### config.mk
export PLATFORM = sky130hd
export DESIGN_NAME = pss_top
export DESIGN_NICKNAME = d
export VERILOG_FILES = /design/src/pss_pkg.sv /design/src/pss_stage.sv /design/src/pss_top.sv
export SDC_FILE = /design/constraint.sdc
export NUM_CORES = 1
export LEC_CHECK = 0
export BUFFER_PORTS_ARGS = -buffer_cell sky130_fd_sc_hd__buf_2
export CAP_MARGIN = 20
export CELL_PAD_IN_SITES_DETAIL_PLACEMENT = 1
export CELL_PAD_IN_SITES_GLOBAL_PLACEMENT = 1
export CORE_UTILIZATION = 31
export DETAILED_ROUTE_END_ITERATION = 12
export PLACE_DENSITY_LB_ADDON = 0.1
export SLEW_MARGIN = 20
export SYNTH_ARGS = -nofsm -noshare
export SYNTH_HDL_FRONTEND = slang
export SYNTH_SLANG_ARGS = --single-unit
### constraint.sdc
create_clock -name core_clk_i -period 3.13 [get_ports core_clk_i]
set_input_delay 0.1565 -clock core_clk_i [delete_from_list [all_inputs] [get_ports core_clk_i]]
set_output_delay 0.1565 -clock core_clk_i [all_outputs]
set_load 0.02 [all_outputs]
### src/pss_pkg.sv
// constants for the parallel/serial shift register block
// assumes a 32-bit AXI4-Lite register bus and one 20 MHz clock
package pss_pkg;

  // ----------------------------------------------------------------
  // register geometry
  // ----------------------------------------------------------------
  localparam int unsigned STAGES       = 8;
  localparam int unsigned ADDR_W       = 4;
  localparam int unsigned DATA_W       = 32;

  // ----------------------------------------------------------------
  // register offsets (byte addresses)
  // ----------------------------------------------------------------
  localparam logic [3:0] CTRL_OFF      = 4'h0;
  localparam logic [3:0] STATUS_OFF    = 4'h4;

  // ----------------------------------------------------------------
  // control fields
  // ----------------------------------------------------------------
  localparam int unsigned CTRL_HALT_BIT  = 0;
  localparam int unsigned CTRL_CLEAR_BIT = 1;
  localparam logic        CTRL_HALT_RST  = 1'h0;

  // ----------------------------------------------------------------
  // status fields
  // ----------------------------------------------------------------
  localparam int unsigned STAT_STAGE_LSB = 0;
  localparam int unsigned STAT_LAST_BIT  = 8;
  localparam int unsigned STAT_HALT_BIT  = 9;

  // ----------------------------------------------------------------
  // bus responses
  // ----------------------------------------------------------------
  localparam logic [1:0] RESP_OKAY     = 2'h0;
  localparam logic [1:0] RESP_DECERR   = 2'h3;

endpackage

### src/pss_stage.sv
// one storage stage of the shift register
// assumes clear, take strobe and inputs all synchronous to core_clk_i
`timescale 1ns/1ps
`default_nettype none

module pss_stage (
  // clock and reset
  input  wire logic core_clk_i,
  input  wire logic nrst_i,
  input  wire logic ce_i,
  // control
  input  wire logic clear_i,
  input  wire logic take_i,
  input  wire logic load_i,
  // data
  input  wire logic par_bit_i,
  input  wire logic prev_bit_i,
  output var  logic q_o
);

  // ----------------------------------------------------------------
  // storage
  // ----------------------------------------------------------------
  always_ff @(posedge core_clk_i) begin
    if (!nrst_i) begin
      q_o <= 1'h0;
    end else if (ce_i) begin
      if (clear_i) begin
        q_o <= 1'h0;
      end else if (take_i) begin
        q_o <= load_i ? par_bit_i : prev_bit_i;
      end
    end
  end

endmodule // pss_stage

`default_nettype wire

### src/pss_top.sv
// parallel-load / serial-in shift register with AXI4-Lite control
// assumes device pins arrive synchronous to core_clk_i
//
// Added by the designer: the register offsets and the AXI4-Lite register port.
`timescale 1ns/1ps
`default_nettype none

// Contract
// - high select shifts stages toward last
// - shift takes serial input into first
// - low select copies parallel inputs in
// - load happens only on clock edge
// - loading ignores serial input, no shift
// - clock inputs combined, update on rising
// - either clock input high holds stages
// - either input low lets other clock
// - low clear zeroes all stages, overrides
module pss_top (
  // clock, reset, enable
  input  wire  logic                        core_clk_i,
  input  wire  logic                        nrst_i,
  input  wire  logic                        ce_i,
  // device pins
  input  wire  logic                        clock_pin_i,
  input  wire  logic                        clock_gate_input_i,
  input  wire  logic                        shift_or_load_select_i,
  input  wire  logic                        serial_in_i,
  input  wire  logic [pss_pkg::STAGES-1:0]  parallel_in_i,
  input  wire  logic                        clear_n_i,
  output var   logic                        last_stage_out_o,
  // axi4-lite write address
  input  wire  logic                        s_axi_awvalid,
  output var   logic                        s_axi_awready,
  input  wire  logic [pss_pkg::ADDR_W-1:0]  s_axi_awaddr,
  input  wire  logic [2:0]                  s_axi_awprot,
  // axi4-lite write data
  input  wire  logic                        s_axi_wvalid,
  output var   logic                        s_axi_wready,
  input  wire  logic [pss_pkg::DATA_W-1:0]  s_axi_wdata,
  input  wire  logic [3:0]                  s_axi_wstrb,
  // axi4-lite write response
  output var   logic                        s_axi_bvalid,
  input  wire  logic                        s_axi_bready,
  output var   logic [1:0]                  s_axi_bresp,
  // axi4-lite read
  input  wire  logic                        s_axi_arvalid,
  output var   logic                        s_axi_arready,
  input  wire  logic [pss_pkg::ADDR_W-1:0]  s_axi_araddr,
  input  wire  logic [2:0]                  s_axi_arprot,
  output var   logic                        s_axi_rvalid,
  input  wire  logic                        s_axi_rready,
  output var   logic [pss_pkg::DATA_W-1:0]  s_axi_rdata,
  output var   logic [1:0]                  s_axi_rresp
);
  import pss_pkg::*;

  logic [STAGES-1:0]  stage_w;
  logic               halt_q;
  logic               soft_clear_q;
  logic               comb_clk_q;
  logic               comb_clk;
  logic               take;
  logic               clear_any;
  logic               aw_hs;
  logic               w_hs;
  logic               aw_got_q;
  logic               w_got_q;
  logic               aw_got_d;
  logic               w_got_d;
  logic               bvalid_d;
  logic               do_write;
  logic [ADDR_W-1:0]  waddr_q;
  logic [DATA_W-1:0]  wdata_q;
  logic [3:0]         wstrb_q;
  logic [DATA_W-1:0]  status_word;

  // ----------------------------------------------------------------
  // clock combination
  // ----------------------------------------------------------------
  // the two clock pins and halt_q are or-ed; a rising edge of the or, seen on core_clk_i,
  // gives the stages a one-cycle take strobe, so an update lands on a rising clock pin while gate is low
  assign comb_clk  = clock_pin_i | clock_gate_input_i | halt_q;
  // rising edge only; a held-high input keeps comb_clk high
  assign take      = comb_clk & ~comb_clk_q;
  assign clear_any = ~clear_n_i | soft_clear_q;

  always_ff @(posedge core_clk_i) begin
    if (!nrst_i) begin
      // starting high avoids a spurious edge right after reset
      comb_clk_q <= 1'h1;
    end else if (ce_i) begin
      comb_clk_q <= comb_clk;
    end
  end

  // ----------------------------------------------------------------
  // stages
  // ----------------------------------------------------------------
  for (genvar k = 0; k < STAGES; k++) begin : g_stage
    pss_stage u_stage (
      .core_clk_i (core_clk_i),
      .nrst_i     (nrst_i),
      .ce_i       (ce_i),
      .clear_i    (clear_any),
      .take_i     (take),
      .load_i     (~shift_or_load_select_i),
      .par_bit_i  (parallel_in_i[k]),
      .prev_bit_i ((k == 0) ? serial_in_i : stage_w[(k == 0) ? 0 : k-1]),
      .q_o        (stage_w[k])
    );
  end

  // last stage flop drives the pin directly
  assign last_stage_out_o = stage_w[STAGES-1];

  // ----------------------------------------------------------------
  // bus write path
  // ----------------------------------------------------------------
  assign aw_hs    = s_axi_awvalid & s_axi_awready;
  assign w_hs     = s_axi_wvalid & s_axi_wready;
  assign do_write = aw_got_q & w_got_q & ~s_axi_bvalid;
  assign aw_got_d = (aw_got_q | aw_hs) & ~do_write;
  assign w_got_d  = (w_got_q | w_hs) & ~do_write;
  assign bvalid_d = do_write | (s_axi_bvalid & ~s_axi_bready);

  always_ff @(posedge core_clk_i) begin
    if (!nrst_i) begin
      aw_got_q      <= 1'h0;
      w_got_q       <= 1'h0;
      s_axi_awready <= 1'h0;
      s_axi_wready  <= 1'h0;
      s_axi_bvalid  <= 1'h0;
      s_axi_bresp   <= RESP_OKAY;
      waddr_q       <= '0;
      wdata_q       <= '0;
      wstrb_q       <= 4'h0;
    end else if (ce_i) begin
      aw_got_q      <= aw_got_d;
      w_got_q       <= w_got_d;
      // one write in flight: ready drops once a channel is held
      s_axi_awready <= ~aw_got_d & ~bvalid_d & ~do_write;
      s_axi_wready  <= ~w_got_d & ~bvalid_d & ~do_write;
      s_axi_bvalid  <= bvalid_d;
      if (aw_hs) begin
        waddr_q <= s_axi_awaddr;
      end
      if (w_hs) begin
        wdata_q <= s_axi_wdata;
        wstrb_q <= s_axi_wstrb;
      end
      if (do_write) begin
        s_axi_bresp <= (waddr_q == CTRL_OFF || waddr_q == STATUS_OFF) ?
                       RESP_OKAY : RESP_DECERR;
      end
    end
  end

  // ----------------------------------------------------------------
  // control register
  // ----------------------------------------------------------------
  always_ff @(posedge core_clk_i) begin
    if (!nrst_i) begin
      halt_q       <= CTRL_HALT_RST;
      soft_clear_q <= 1'h0;
    end else if (ce_i) begin
      soft_clear_q <= 1'h0;
      if (do_write && waddr_q == CTRL_OFF && wstrb_q[0]) begin
        halt_q       <= wdata_q[CTRL_HALT_BIT];
        // self-clearing, one cycle of clear
        soft_clear_q <= wdata_q[CTRL_CLEAR_BIT];
      end
    end
  end

  // ----------------------------------------------------------------
  // bus read path
  // ----------------------------------------------------------------
  always_comb begin
    status_word                             = '0;
    status_word[STAT_STAGE_LSB +: STAGES]   = stage_w;
    status_word[STAT_LAST_BIT]              = stage_w[STAGES-1];
    status_word[STAT_HALT_BIT]              = halt_q;
  end

  always_ff @(posedge core_clk_i) begin
    if (!nrst_i) begin
      s_axi_arready <= 1'h0;
      s_axi_rvalid  <= 1'h0;
      s_axi_rdata   <= '0;
      s_axi_rresp   <= RESP_OKAY;
    end else if (ce_i) begin
      if (s_axi_arvalid && s_axi_arready) begin
        s_axi_arready <= 1'h0;
        s_axi_rvalid  <= 1'h1;
        s_axi_rresp   <= RESP_OKAY;
        case (s_axi_araddr)
          CTRL_OFF: begin
            s_axi_rdata <= {{(DATA_W-1){1'b0}}, halt_q};
          end
          STATUS_OFF: begin
            s_axi_rdata <= status_word;
          end
          default: begin
            s_axi_rdata <= '0;
            s_axi_rresp <= RESP_DECERR;
          end
        endcase
      end else if (s_axi_rvalid) begin
        if (s_axi_rready) begin
          s_axi_rvalid  <= 1'h0;
          s_axi_arready <= 1'h1;
        end
      end else begin
        s_axi_arready <= 1'h1;
      end
    end
  end
endmodule // pss_top

`default_nettype wire

==> results by group <==
Synthesis
  • Synth Area in Compound Gates: 0.1358
  • Ys flop type: dfxtp_1
  • Avg Inst Size Synth: 9.314 sq um
  • Post-Synth Simple-Gate Area: 0.1623
  • Synth Area in Adders: 0
  • Yosys reg bits: 36
  • Ys async rst share: 0
  • Yosys warnings: 0
  • Post-synthesis mux area share: 0.1155
  • Share of the synthesized area in the top cell type: 0.4347
  • Count leader, synth: dfxtp_1
  • Largest family of logic cells by synthesized area: simple AND/OR/NAND/NOR gates
  • Gate count of the mapped netlist: 178
  • EDFF count, synth: 0
  • Seq/Total Area, Yosys: 0.4347
  • Top cells by area, synth: dfxtp_1, buf_4, mux2_2
  • Netlist cell types: 32
  • Top post-synthesis cells by count: dfxtp_1, buf_4, nand2_1
  • Post-Syn Area: ~0.0017 sq mm
  • Leading area contributor after synthesis: dfxtp_1
  • Xor/xnor share of the synthesized area: 0

Drt
  • Via count: between 1k and 1.5k
  • DR WL/cell: between 10 and 15 um
  • Final antenna-violating net count: 0
  • Post-route DRC violation count: 0
  • Vias per cell: 4.541
  • First drt pass iteration count: 2
  • 1st-iter DRT viols: 47
  • Final wirelength: approximately 3.7 mm

GRT
  • Largest net degree at the start of global routing: 26
  • First-pass GRT wire length: slightly below 6 mm
  • Gr usage total: 0.1403
  • Number of global-route vias before repair: ~1.3k
  • Initial antenna violation count: 0
  • Total gr overflow: 0

Timing
  • Max-Slew Margin vs Limit: 0.5585
  • Layout Skew: 0.007250 ns
  • Post-layout min period: 1.369 ns
  • Final setup viols: 0
  • Pins Over Slew Limit: 0
  • Sum Neg Setup Slack: 0 ns
  • Worst-Margin Slew: about 0.66 ns
  • RSZ-0062 raised after global routing: no
  • Hold Fails Final Rpt: 0
  • Final setup margin: 1.761 ns
  • Max Fclk: between 700 and 800 MHz
  • Tcrit/Tclk final: 0.4374

Layout
  • Synthesis-to-finish area growth: 18.11%
  • Ant diodes: 0
  • Nets@finish: 294
  • Share of cells above drive strength 1: 0.3214

CTS
  • Cts bufs inserted: 5
  • Post-cts sizing count: 0
  • Clock root buffer: clkbuf_8
  • Worst-skew pair later-pin latency: 0.28 ns
  • Htree depth: 2
  • CTS tree: done
  • CTS max path bufs: 2
  • Clock sink count: 36
  • Worst-path clk slew: 0.08 ns
  • CTS Hold Buffers Added: 0
  • # Post-CTS Setup Buffers: 0

Setup path
  • Crit path kind: flip-flop to flip-flop
  • Max incr delay on CP: around 0.44 ns
  • WP data arrival: about 1.6 ns
  • CP Data Required Time: 3.36 ns
  • CP max FO: 8
  • Worst setup SP type: flip-flop
  • Crit-path cells: and3_1 -> and4_1 -> a22o_2
  • CP endpoint kind: flip-flop
  • Critical path's slowest cell: and4_1

Power and ir drop
  • Total power draw: roughly 980 uW
  • Static Leak: roughly 0.00092 uW
  • Pwr/cell area: 500.6 mW/mm^2
  • Worst VDD drop: 285.9 uV

Flow run
  • Max-Cap Viols: 0

Place
  • Placed wire-length estimate: 2.801 mm
  • Pre-CTS setup slack: 1.458 ns
  • I/O Buffers: 51
  • Routability Congestion: 0.6674

Floorplanning
  • Row cnt: 26
  • Chip Height: between 70 and 80 um
  • Initial Util: 0.3225
  • Die area: 0.005645 sq mm
  • Die Span X: around 75 um
  • Total core area: 0.005140 sq mm
  • Ports: 113

Hold path
  • Hold crit path type: input pin to flip-flop

Outcome
  • Status: complete, no violations
[report_power, final]
group	leakage (uW)	internal, uW	switching (uW)	total, uW
clock network	0.0000541	236	169	404
registers	0.000291	466	6.05	472
logic	0.000572	36.3	67.5	104
[per-layer routing]
metal,vias to the layer above,wire [um],GRT usage
met5,-,0,0
met1,639,1502,0.1537
met4,0,34,0.03704
met2,35,1984,0.2603
li1,657,-,-
met3,4,190,0.04552
[worst paths after layout]
check                                startpoint        endpoint  slack, ns  cells past startpoint
worst min register to register       wdata_q[1]    soft_clear_q       0.47                      2
worst max register to register    s_axi_arready  s_axi_rdata[9]       1.76                      3
worst min-delay path            s_axi_awaddr[2]      waddr_q[2]        0.1                      3
worst max-delay path              s_axi_arready  s_axi_rdata[9]       1.76                      3
[kinds of logic after synthesis]
kind of cell,count (synthesis)
other,1
AND/OR/NAND/NOR,55
multiplexers,18
AO/OA/AOI/OAI,30
flip-flops,36
buffers and inverters,38
[placed cells by master, fill, tap and decap left out, types with 3 or more instances in the layout]
| master | n |
|---|---|
| dfxtp_1 | 36 |
| inv_1 | 4 |
| nor3_1 | 3 |
| mux2i_1 | 9 |
| buf_2 | 51 |
| clkbuf_8 | 5 |
| nand3_1 | 4 |
| a21oi_1 | 9 |
| nor2_1 | 11 |
| conb_1 | 22 |
| o32ai_1 | 9 |
| a22o_1 | 7 |
| mux2_2 | 9 |
| nand2_1 | 22 |
| nand2b_1 | 5 |
[state kept, by name (all words and copies together), names as in the netlist]
register	cells
aw_got_q	1
comb_clk_q	1
g_stage.u_stage.q_o	8
halt_q	1
s_axi_arready	1
s_axi_awready	1
s_axi_bresp	1
s_axi_bvalid	1
s_axi_rdata	9
s_axi_rresp	1
s_axi_rvalid	1
s_axi_wready	1
soft_clear_q	1
w_got_q	1
waddr_q	4
wdata_q	2
wstrb_q	1
[layout make-up]
| class | instances | area, sq um |
|---|---|---|
| Timing Repair Buffer | 51 | 255.2 |
| Tap cell | 70 | 87.58 |
| Sequential cell | 36 | 720.7 |
| Clock buffer | 5 | 68.82 |
| Fill cell | 661 | 3182 |
| Multi-Input combinational cell | 125 | 768.2 |
| Inverter | 4 | 15.01 |
| Clock inverter | 3 | 42.54 |
[metrics by stage]
step	hold WS [ns]	utilization	cell area, sq um	cells
4_1_cts	0.09539	0.3810	1958	294
5_1_grt	0.1205	0.3810	1958	294
2_1_floorplan	0.3004	-	1737	199
6_report	0.09990	0.3810	1958	294
3_3_place_gp	0.3891	0.3593	1847	286
3_5_place_dp	0.4001	0.3593	1847	286
[worst max-delay path, delay by kind of cell (launching register included)]
kind / cells / cell delay (ns)
flops: 1 / 0.36
compound gates: 1 / 0.19
simple gates: 2 / 0.77
No activity file was read; power rests on OpenSTA's default activity.
